File: config.mk
export PLATFORM = sky130hd
export DESIGN_NAME = pccc_ctrl
export DESIGN_NICKNAME = d
export VERILOG_FILES = /design/src/pccc_pkg.sv /design/src/pccc_ctrl.sv /design/src/pccc_sec_timer.sv
export SDC_FILE = /design/constraint.sdc
export NUM_CORES = 1
export LEC_CHECK = 0
export BUFFER_PORTS_ARGS = -buffer_cell sky130_fd_sc_hd__buf_2
export CORE_ASPECT_RATIO = 1.75
export CORE_MARGIN = 2
export CORE_UTILIZATION = 30
export CTS_BUF_LIST = sky130_fd_sc_hd__clkbuf_16
export DETAILED_ROUTE_END_ITERATION = 12
export HOLD_SLACK_MARGIN = 0.15
export PLACE_DENSITY = 0.59
export RECOVER_POWER = 100
export REMOVE_ABC_BUFFERS = 1
export SLEW_MARGIN = 20
export SYNTH_ARGS = -nofsm -noshare
export SYNTH_HDL_FRONTEND = slang
export SYNTH_SLANG_ARGS = --single-unit
File: constraint.sdc
create_clock -name mclk -period 7.61 [get_ports mclk]
set_input_delay 0.761 -clock mclk [delete_from_list [all_inputs] [get_ports mclk]]
set_output_delay 0.761 -clock mclk [all_outputs]
set_load 0.03 [all_outputs]
File: src/pccc_pkg.sv
// Purpose: shared constants for the power and charge port controller
// Assumes: 250 MHz mclk, Avalon-MM register slave with 32-bit data
// Notes: register offsets are byte addresses, one word each
package pccc_pkg;
  // clock and time base
  localparam int CLK_HZ = 250_000_000;
  localparam int TICK_SEC = 1;
  localparam int TICK_CYCLES_DEF = CLK_HZ * TICK_SEC;
  localparam int SEC_PER_HOUR = 3600;
  localparam int CHG_NORMAL_HOURS = 8;
  localparam int CHG_LOGIC_ON_HOURS = 11;
  localparam int AUX_NORMAL_HOURS = 8;
  localparam int SEC_W = 16;
  localparam logic [SEC_W-1:0] CHG_NORMAL_SEC = SEC_W'(CHG_NORMAL_HOURS * SEC_PER_HOUR);
  localparam logic [SEC_W-1:0] CHG_LOGIC_ON_SEC = SEC_W'(CHG_LOGIC_ON_HOURS * SEC_PER_HOUR);
  localparam logic [SEC_W-1:0] AUX_NORMAL_SEC = SEC_W'(AUX_NORMAL_HOURS * SEC_PER_HOUR);

  // bus
  localparam int ADDR_W = 5;
  localparam int DATA_W = 32;
  localparam logic [ADDR_W-1:0] OFS_CTRL = 5'h00;
  localparam logic [ADDR_W-1:0] OFS_STATUS = 5'h04;
  localparam logic [ADDR_W-1:0] OFS_IRQ_STAT = 5'h08;
  localparam logic [ADDR_W-1:0] OFS_IRQ_MASK = 5'h0C;
  localparam logic [ADDR_W-1:0] OFS_CHG_SEC = 5'h10;

  // control register fields
  localparam int CTRL_W = 5;
  localparam int CTRL_LOGIC_ON = 0;
  localparam int CTRL_HOST_RUN = 1;
  localparam int CTRL_GA_RUN = 2;
  localparam int CTRL_SENSE = 3;
  localparam int CTRL_BACKUP_AUX = 4;
  localparam logic [CTRL_W-1:0] CTRL_RST = 5'h00;

  // synchronised input vector positions
  localparam int IN_W = 6;
  localparam int IN_PWR_SW = 0;
  localparam int IN_RST_SW_N = 1;
  localparam int IN_ADAPTER = 2;
  localparam int IN_BYPASS = 3;
  localparam int IN_BATT_LOW5 = 4;
  localparam int IN_LOW_VOLT = 5;
  localparam logic [IN_W-1:0] IN_RST = 6'h02;

  // interrupt status fields
  localparam int IRQ_W = 6;
  localparam int IRQ_PWR_ON = 0;
  localparam int IRQ_PWR_OFF = 1;
  localparam int IRQ_ADP_IN = 2;
  localparam int IRQ_ADP_OUT = 3;
  localparam int IRQ_RST_SW = 4;
  localparam int IRQ_CHG_DONE = 5;
  localparam logic [IRQ_W-1:0] IRQ_RST = 6'h00;
endpackage : pccc_pkg

File: src/pccc_ctrl.sv
// Purpose: power sequencing and battery charge port controller
// Assumes: pins are asynchronous and pass two flops; one clock domain
// Notes: charge intervals count seconds from a prescaled tick
////////////////////////////////////////////////////////////////////////////////
// Summary of operation
// - normal charge first interval after adapter connect
// - trickle after interval while adapter stays
// - bypass jumper forces normal charge with adapter
// - power switch edges raise off/on events
// - sense enable high routes battery to converter
// - host reset output is active low
// - backup select low main, high auxiliary
// - reset switch low asserts host and array reset
// - adapter detect high means adapter present
// - gate array initialise output active low
// - logic power enable low turns supply on
// - low voltage holds aux normal charge 8 hours
// - battery at or below 5 V restarts normal
// - interval 11 hours if logic on at connect
module pccc_ctrl
  import pccc_pkg::*;
#(
  parameter int TICK_CYCLES = TICK_CYCLES_DEF
) (
  // clock and reset
  input wire logic mclk,
  input wire logic nrst,
  // avalon-mm slave
  input wire logic [ADDR_W-1:0] avs_address,
  input wire logic avs_read,
  input wire logic avs_write,
  input wire logic [DATA_W-1:0] avs_writedata,
  input wire logic [3:0] avs_byteenable,
  output logic [DATA_W-1:0] avs_readdata,
  output logic avs_waitrequest,
  output logic irq,
  // pins in
  input wire logic power_switch_irq_in,
  input wire logic reset_switch_n,
  input wire logic adapter_present,
  input wire logic charge_control_bypass,
  input wire logic batt_at_or_below_5v,
  input wire logic low_voltage_detect,
  // pins out
  output logic battery_sense_enable,
  output logic host_reset_n,
  output logic main_charge_mode,
  output logic backup_battery_select,
  output logic aux_charge_mode,
  output logic logic_power_enable_n,
  output logic gate_array_init_n
);
  if (TICK_CYCLES < 1) begin : g_chk
    $error("pccc_ctrl: TICK_CYCLES must be at least 1");
  end

  ////////////////////////////////////////////////////////////////////////////
  // input synchronisers and edges
  logic [IN_W-1:0] sync1_reg;
  logic [IN_W-1:0] sync2_reg;
  logic [IN_W-1:0] prev_reg;
  logic [IN_W-1:0] rise;
  logic [IN_W-1:0] fall;

  always_ff @(posedge mclk) begin
    if (!nrst) begin
      sync1_reg <= IN_RST;
      sync2_reg <= IN_RST;
      prev_reg <= IN_RST;
    end else begin
      sync1_reg <= {low_voltage_detect, batt_at_or_below_5v, charge_control_bypass,
                    adapter_present, reset_switch_n, power_switch_irq_in};
      sync2_reg <= sync1_reg;
      prev_reg <= sync2_reg;
    end
  end

  assign rise = sync2_reg & ~prev_reg;
  assign fall = ~sync2_reg & prev_reg;

  logic adp;
  logic byp;
  assign adp = sync2_reg[IN_ADAPTER];
  assign byp = sync2_reg[IN_BYPASS];

  ////////////////////////////////////////////////////////////////////////////
  // one second time base
  logic [31:0] pre_reg;
  logic tick;

  always_ff @(posedge mclk) begin
    if (!nrst) begin
      pre_reg <= '0;
    end else if (pre_reg == 32'(TICK_CYCLES - 1)) begin
      pre_reg <= '0;
    end else begin
      pre_reg <= pre_reg + 32'h0000_0001;
    end
  end

  assign tick = (pre_reg == 32'(TICK_CYCLES - 1));

  ////////////////////////////////////////////////////////////////////////////
  // register bus
  logic [CTRL_W-1:0] ctrl_reg;
  logic [IRQ_W-1:0] irq_stat_reg;
  logic [IRQ_W-1:0] irq_mask_reg;
  logic [IRQ_W-1:0] irq_event;
  logic wr_ok;
  logic [DATA_W-1:0] rd_next;
  logic main_run;
  logic aux_run;
  logic [SEC_W-1:0] main_sec;

  function automatic logic hit(input logic [ADDR_W-1:0] a, input logic [ADDR_W-1:0] ofs);
    return a == ofs;
  endfunction : hit

  // a write lands only on the edge where the master sees waitrequest low
  assign wr_ok = avs_write && !avs_waitrequest && avs_byteenable[0];

  always_ff @(posedge mclk) begin
    if (!nrst) begin
      avs_waitrequest <= 1'b1;
    end else if (!avs_waitrequest) begin
      avs_waitrequest <= 1'b1;
    end else if (avs_read || avs_write) begin
      avs_waitrequest <= 1'b0;
    end
  end

  always_comb begin
    rd_next = '0;
    if (hit(avs_address, OFS_CTRL)) begin
      rd_next = DATA_W'(ctrl_reg);
    end else if (hit(avs_address, OFS_STATUS)) begin
      rd_next = DATA_W'({aux_charge_mode, main_charge_mode, sync2_reg[IN_BATT_LOW5], byp,
                         adp, sync2_reg[IN_RST_SW_N], sync2_reg[IN_PWR_SW]});
    end else if (hit(avs_address, OFS_IRQ_STAT)) begin
      rd_next = DATA_W'(irq_stat_reg);
    end else if (hit(avs_address, OFS_IRQ_MASK)) begin
      rd_next = DATA_W'(irq_mask_reg);
    end else if (hit(avs_address, OFS_CHG_SEC)) begin
      rd_next = DATA_W'(main_sec);
    end
  end

  always_ff @(posedge mclk) begin
    if (!nrst) begin
      avs_readdata <= '0;
    end else if (avs_read && avs_waitrequest) begin
      avs_readdata <= rd_next;
    end
  end

  always_ff @(posedge mclk) begin
    if (!nrst) begin
      ctrl_reg <= CTRL_RST;
    end else if (wr_ok && hit(avs_address, OFS_CTRL)) begin
      ctrl_reg <= avs_writedata[CTRL_W-1:0];
    end
  end

  always_ff @(posedge mclk) begin
    if (!nrst) begin
      irq_mask_reg <= IRQ_RST;
    end else if (wr_ok && hit(avs_address, OFS_IRQ_MASK)) begin
      irq_mask_reg <= avs_writedata[IRQ_W-1:0];
    end
  end

  ////////////////////////////////////////////////////////////////////////////
  // events and interrupt
  logic main_run_prev_reg;

  always_ff @(posedge mclk) begin
    if (!nrst) begin
      main_run_prev_reg <= 1'b0;
    end else begin
      main_run_prev_reg <= main_run;
    end
  end

  always_comb begin
    irq_event = '0;
    irq_event[IRQ_PWR_ON] = rise[IN_PWR_SW];
    irq_event[IRQ_PWR_OFF] = fall[IN_PWR_SW];
    irq_event[IRQ_ADP_IN] = rise[IN_ADAPTER];
    irq_event[IRQ_ADP_OUT] = fall[IN_ADAPTER];
    irq_event[IRQ_RST_SW] = fall[IN_RST_SW_N];
    irq_event[IRQ_CHG_DONE] = main_run_prev_reg && !main_run && adp;
  end

  // a new event beats a same-cycle write-one-to-clear
  always_ff @(posedge mclk) begin
    if (!nrst) begin
      irq_stat_reg <= IRQ_RST;
    end else if (wr_ok && hit(avs_address, OFS_IRQ_STAT)) begin
      irq_stat_reg <= (irq_stat_reg & ~avs_writedata[IRQ_W-1:0]) | irq_event;
    end else begin
      irq_stat_reg <= irq_stat_reg | irq_event;
    end
  end

  always_ff @(posedge mclk) begin
    if (!nrst) begin
      irq <= 1'b0;
    end else begin
      irq <= |(irq_stat_reg & irq_mask_reg);
    end
  end

  ////////////////////////////////////////////////////////////////////////////
  // charge timers
  logic main_start;
  logic [SEC_W-1:0] main_limit_reg;

  // a drop to the 5 V limit with the adapter in restarts the normal charge
  assign main_start = rise[IN_ADAPTER] || (adp && rise[IN_BATT_LOW5]);

  always_ff @(posedge mclk) begin
    if (!nrst) begin
      main_limit_reg <= CHG_NORMAL_SEC;
    end else if (main_start) begin
      main_limit_reg <= ctrl_reg[CTRL_LOGIC_ON] ? CHG_LOGIC_ON_SEC : CHG_NORMAL_SEC;
    end
  end

  pccc_sec_timer #(
    .W(SEC_W)
  ) u_main_timer (
    .mclk(mclk),
    .nrst(nrst),
    .start(main_start),
    .stop(fall[IN_ADAPTER]),
    .tick(tick),
    .limit(main_limit_reg),
    .running_reg(main_run),
    .elapsed_reg(main_sec)
  );

  pccc_sec_timer #(
    .W(SEC_W)
  ) u_aux_timer (
    .mclk(mclk),
    .nrst(nrst),
    .start(rise[IN_LOW_VOLT]),
    .stop(1'b0),
    .tick(tick),
    .limit(AUX_NORMAL_SEC),
    .running_reg(aux_run),
    .elapsed_reg()
  );

  ////////////////////////////////////////////////////////////////////////////
  // output pins
  always_ff @(posedge mclk) begin
    if (!nrst) begin
      main_charge_mode <= 1'b1;
      aux_charge_mode <= 1'b1;
    end else begin
      main_charge_mode <= !(adp && (byp || main_run));
      aux_charge_mode <= !aux_run;
    end
  end

  // the reset switch overrides software so a hung host can be recovered
  always_ff @(posedge mclk) begin
    if (!nrst) begin
      host_reset_n <= 1'b0;
      gate_array_init_n <= 1'b0;
    end else begin
      host_reset_n <= ctrl_reg[CTRL_HOST_RUN] && sync2_reg[IN_RST_SW_N];
      gate_array_init_n <= ctrl_reg[CTRL_GA_RUN] && sync2_reg[IN_RST_SW_N];
    end
  end

  always_ff @(posedge mclk) begin
    if (!nrst) begin
      logic_power_enable_n <= 1'b1;
      battery_sense_enable <= 1'b0;
      backup_battery_select <= 1'b0;
    end else begin
      logic_power_enable_n <= !ctrl_reg[CTRL_LOGIC_ON];
      battery_sense_enable <= ctrl_reg[CTRL_SENSE];
      backup_battery_select <= ctrl_reg[CTRL_BACKUP_AUX];
    end
  end
endmodule : pccc_ctrl

File: src/pccc_sec_timer.sv
// Purpose: seconds interval timer, restartable, stops at its limit
// Assumes: tick is a one-cycle pulse from the same clock
// Notes: start wins over stop when both arrive together
module pccc_sec_timer #(
  parameter int W = 16
) (
  // clock and reset
  input wire logic mclk,
  input wire logic nrst,
  // control
  input wire logic start,
  input wire logic stop,
  input wire logic tick,
  input wire logic [W-1:0] limit,
  // state
  output logic running_reg,
  output logic [W-1:0] elapsed_reg
);
  if (W < 1) begin : g_chk
    $error("pccc_sec_timer: W must be at least 1");
  end

  always_ff @(posedge mclk) begin
    if (!nrst) begin
      running_reg <= 1'b0;
      elapsed_reg <= '0;
    end else if (start) begin
      running_reg <= 1'b1;
      elapsed_reg <= '0;
    end else if (stop) begin
      running_reg <= 1'b0;
    end else if (tick && running_reg) begin
      if (elapsed_reg == limit - W'(1)) begin
        running_reg <= 1'b0;
      end
      elapsed_reg <= elapsed_reg + W'(1);
    end
  end
endmodule : pccc_sec_timer

# [Word-level counts from Yosys, hierarchy flattened]
# Index checks and enable logic that the tools add are counted.
[totals] input_bits=51 output_inout_bits=41 elab_cells=95 reg_bits=159
[op_classes] n_mux=15 bitwise=11 add_sub_neg=4 n_reduce_logical=35 n_eq_ne=7
[ops] operator="16-bit two-way mux" count=6
[ops] operator="16-bit by 1-bit adder with 16-bit output (second input constant)" count=2
[ops] operator="32-bit by 1-bit adder with 32-bit output (second input constant)" count=1
[ops] operator="32-bit by 28-bit == test with 1-bit output (second input constant)" count=1
[ops] operator="6-bit bitwise AND" count=3
[ops] operator="16-bit by 15-bit == test with 1-bit output (second input constant)" count=1
[ops] operator="16-bit == test" count=1
[ops] operator="16-bit by 1-bit subtractor with 16-bit output (second input constant)" count=1
[ops] operator="1-bit logical AND" count=14
[ops] operator="6-bit inverter" count=2
[ops] operator="6-bit OR" count=2
[ops] operator="5-bit by 4-bit == test with 1-bit output (second input constant)" count=2
[ops] operator="1-bit two-way mux" count=8
[ops] operator="2-bit AND reduction" count=4
[ops] operator="6-bit two-way mux" count=1
[ops] operator="3-bit nonzero test" count=2
[ops] operator="2-bit OR reduction" count=3
[ops] operator="6-bit OR reduction" count=1
[ops] operator="5-bit by 3-bit == test with 1-bit output (second input constant)" count=1
[ops] operator="5-bit == test (second input constant)" count=1
[ops] operator="1-bit logical NOT" count=5
[ops] operator="5-bit logical NOT" count=1
[ops] operator="2-bit nonzero test" count=2
[ops] operator="3-bit bitwise AND" count=1
[ops] operator="other kinds (3)" count=6

# [Depth between registers and ports, before layout]
[logic_depth] depth_word=6 mapped_depth=7 mapped_depth_nobuf=6

# [Cells and area by module]
# From an unflattened synthesis, not the netlist that was laid out.
[hier_totals] hier_cells=763 hier_area_um2=6453.7
[by_module_without_submodules] mod="pccc_ctrl" area_per_inst_um2=4043.9 instances=1 cells_each=469 seq_area_each_um2=1881.8
[by_module_without_submodules] mod="pccc_sec_timer" area_per_inst_um2=1204.9 instances=2 cells_each=147 seq_area_each_um2=340.3

# [Least setup slack after synthesis]
# Ideal clock, no wire load.
[synth_path] path_type="input to register" from="input avs_address[4]" to="register irq_stat_reg[5]" n_path_buf=0 cell_stages=4 slack_ns=5.089 required_time_ns=7.494 setup_time_ns=0.116 arrival_time_ns=2.404 path_cell_list="nor4b_1 > nor3b_1 > a21oi_1 > a31o_2"
[synth_via] elab_chain_cells=3
[synth_lines] item="from (decl)" line_no="pccc_ctrl.sv:29" text="input wire logic [ADDR_W-1:0] avs_address,"
[synth_lines] item="5-bit by 4-bit == test with 1-bit output" line_no="pccc_ctrl.sv:116" text="return a == ofs;"
[synth_lines] item="1-bit logical AND" line_no="pccc_ctrl.sv:198" text="end else if (wr_ok && hit(avs_address, OFS_IRQ_STAT)) begin"
[synth_lines] item="6-bit two-way mux" line_no="pccc_ctrl.sv:198"
[synth_lines] item="to (signal assigned)" line_no="pccc_ctrl.sv:199" text="irq_stat_reg <= (irq_stat_reg & ~avs_writedata[IRQ_W-1:0]) | irq_event;"
[synth_lines] item="to (signal assigned)" line_no="pccc_ctrl.sv:201" text="irq_stat_reg <= irq_stat_reg | irq_event;"
[synth_lines] item="to (decl)" line_no="pccc_ctrl.sv:106" text="logic [IRQ_W-1:0] irq_stat_reg;"
# No other way between the ends.
# A chain may end at the register's enable or synchronous reset.

# [Worst setup path after layout]
[layout_path] from="register pre_reg[25]" to="register pre_reg[27]"
[layout_via] elab_chain_cells=2 word_cells_on_any_way=3 classes_between="add/sub: 1; eq/ne: 1; reduce/logical: 1"
[layout_lines] item="from (decl)" line_no="pccc_ctrl.sv:88" text="logic [31:0] pre_reg;"
[layout_lines] item="from (signal assigned)" line_no="pccc_ctrl.sv:97" text="pre_reg <= pre_reg + 32'h0000_0001;"
[layout_lines] item="branches (longest 2 deep; another with 32-bit by 1-bit adder with 32-bit output)"
# Several ways; the timed one is not identified.

==> out/qor.yml <==
synth_warnings: 0
start_util_pct: 30.35
failed_checks: "max-capacitance violations, max-slew violations"
drtAntennaViolNets: 0
grt_first_pass_wirelength_um: 22600
maxSlewHeadroom_pct: -18.95
post-route-drc-count: 0
drt_pass1_iterations: 4
r2r.worst_path.cells: 5
clkTransAtPathRegs_ps: 60
synth_edf_count: 0
die_w_um: 107.4
cp-start-kind: "flip-flop"
worstPathRequired_ps: 7880
final_util_pct: 35.48
synth_area_mm2: 0.005614
synthFlopType: "dfxtp_1"
wl_per_cell_um: 14.39
insertion_delay_ps: 420
post-cts-setup-buffers: 0
cts_buffers: 17
worst_pin_slew_ps: 1784
synth-seq-area-share_pct: 45.64
cts.sinks: 128
r2r_end: "pre_reg[27]"
period_needed_ps: 3325
avgSynthCellArea_um2: 8.545
hp-start: "sync1_reg[1]"
io_pins: 92
hold_depth: 1
rsz0062_at_grt: "no"
rows: 66
grt_max_degree: 40
min_to: "sync2_reg[1]"
fin_nets: 752
cap_violations: 1
leakage_nw: 2.232
maxSlewViolCount: 40
synth_seq_cells: 128
setup_tns_ps: 0
fillCellCount: 1992
num_vias: 4779
drtIter0Drc: 238
power_density_mw_per_mm2: 240.0
crit_type: "reg2reg"
synth_top_family_by_area: "simple AND/OR/NAND/NOR gates"
largest_register_ffs: 32
hold_violations: 0
synthMuxAreaShare_pct: 2.518
cts_root_buf: "clkbuf_16"
viasPerCell: 5.036
end_kind: "flip-flop"
status: "complete, but fails checks"
synth-compound-area-share_pct: 11.50
worstPathMaxFanout: 30
vdd_drop_max_mv: 0.1379
routed_wl_um: 13660
synthXorXnorAreaFrac_pct: 5.148
cts_resized: 0
synthCells: 657
drive_gt1_share_pct: 8.720
async_reset_ff_share_pct: 0
r2r_slack_ps: 4290
yosysUniqueCellTypes: 49
synthSimpleGateAreaFrac_pct: 29.64
worstPathArrival_ps: 3590
grt.total_usage_pct: 14.38
port_buffers: 46
max_freq_mhz: 300.8
hold_buffers: 0
design.core.area_mm2: 0.01850
fin_crit_sh_pct: 43.69
hpwl_um: 9631
regToRegStartpoint: "pre_reg[25]"
insertedDiodeCount: 0
die_y_um: 185.0
dieArea_mm2: 0.01987
gp_congestion: 0.7981
grt_pass1_vias: 4655
grt_overflow: 0
finalSetupViolCount: 0
clockBufferDepth: 2
antenna_found_initial: 0
cts_tree: "done"
cts_max_level: 4
syn2layout_area_growth_pct: 16.92
synthAdderAreaFrac_pct: 0.6686
hold_path_class: "reg2reg"
skew_ps: 6.437
## Yosys cell counts, types with 2 or more instances
library cell,number,area (um^2)
nand3_1,34,170.2
nand2b_1,12,75.07
nor2b_1,4,25.02
a31oi_1,2,12.51
o211ai_1,5,37.54
nor4b_1,3,26.28
o31ai_1,7,52.55
o21ai_0,29,145.1
a21oi_1,42,210.2
clkbuf_1,26,97.59
inv_1,13,48.80
nor4_1,8,50.05
nor2_1,71,266.5
or3_1,22,137.6
or4_4,2,22.52
dfxtp_1,128,2562
mux2i_1,13,130.1
and3_1,16,100.1
and4_1,6,52.55
a22o_1,5,43.79
and2_1,20,125.1
buf_4,16,120.1
a22oi_1,5,37.54
a311oi_1,5,43.79
nand3b_1,3,22.52
or4_1,11,82.58
nand4_1,28,175.2
nor3_1,7,35.03
xor2_1,23,201.4
nand2_1,58,217.7
ha_1,3,37.54
or2_2,2,12.51
nor4bb_1,3,30.03
xnor2_1,10,87.58
## logic make-up after synthesis
group / Yosys count
simple gates: 314
buf+inv: 56
mux: 14
fa+ha+maj: 3
flops: 128
other cells: 1
compound gates: 108
xor+xnor: 33
## how the worst max path moves through the flow
stage,from,to,slack [ps],depth (start not counted)
finish,pre_reg[25],pre_reg[27],4290,5
global route,pre_reg[25],pre_reg[27],3870,5
CTS,pre_reg[25],pre_reg[7],4650,5
detailed placement,pre_reg[14],pre_reg[13],4670,5
global placement,pre_reg[14],pre_reg[17],4720,5
floorplan,avs_address[4],irq_stat_reg[5],5090,4
## cell type report
type	count	area (um^2)	share of cell area, %
clock inverter	15	173.9	2.650
multi-input combinational	488	2838	43.23
sequential	128	2562	39.04
clock buffer	17	425.4	6.481
inverter	13	48.80	0.7434
tap	238	297.8	4.537
timing repair buffer	50	217.7	3.317
## layout by cell type (no fill, tap or decap), types with 4 or more instances in the layout
| cell | instances |
|---|---|
| inv_1 | 13 |
| a311oi_1 | 5 |
| nor2b_1 | 4 |
| o21ai_0 | 29 |
| o31ai_1 | 7 |
| a21oi_1 | 42 |
| mux2i_1 | 13 |
| and2_1 | 14 |
| or3_1 | 22 |
| clkbuf_1 | 28 |
| or4_1 | 11 |
| conb_1 | 16 |
| and4_1 | 6 |
| dfxtp_1 | 128 |
| nor4_1 | 8 |
| clkbuf_16 | 17 |
| and2_0 | 6 |
| and3_1 | 16 |
| a22oi_1 | 5 |
| a22o_1 | 5 |
| nand2_1 | 58 |
| inv_6 | 6 |
| xor2_1 | 23 |
| nand2b_1 | 12 |
| buf_2 | 21 |
| nand4_1 | 28 |
| nor3_1 | 7 |
| nand3_1 | 34 |
| xnor2_1 | 10 |
| clkinv_4 | 4 |
| o211ai_1 | 5 |
| nor2_1 | 71 |
## power by group
| group | leakage, nW | switching (mW) | total, mW | internal (mW) |
|---|---|---|---|---|
| combinational | 0.907 | 0.0477 | 0.0638 | 0.0162 |
| clock | 0.288 | 0.331 | 0.823 | 0.492 |
| sequential | 1.04 | 0.00771 | 0.688 | 0.681 |
| total | 2.23 | 0.386 | 1.58 | 1.19 |
## worst max-delay path, cell delays in order, from the launching register on
cell and delay [ps]:
dfxtp_1 410, or3b_1 390, nor4_1 1010, nand3_1 390, nand2_1 860, nor2_1 110
## metal layers
layer / share of wire (%) / wire, um / vias to the layer above / global-route usage [%]
li1: - / - / 2397 / -
met1: 40 / 5426 / 2270 / 14.45
met2: 54 / 7320 / 87 / 27.09
met3: 3.6 / 485 / 25 / 3.448
met4: 3.1 / 426 / 0 / 7.179
met5: 0 / 0 / - / 0
## through the flow
stage	setup WS, ps	cell area, um^2	std cells	power, mW	hold slack [ps]
2_1_floorplan	5089	5449	629	0.7424	386.3
3_3_place_gp	4722	6013	917	0.7685	391.4
3_5_place_dp	4668	6013	917	0.7692	401.2
4_1_cts	4653	6613	949	1.596	418.4
5_1_grt	3873	6564	949	1.626	440.7
6_report	4285	6564	949	1.575	411.8
Note: power is estimated with default switching activity, not from simulation.
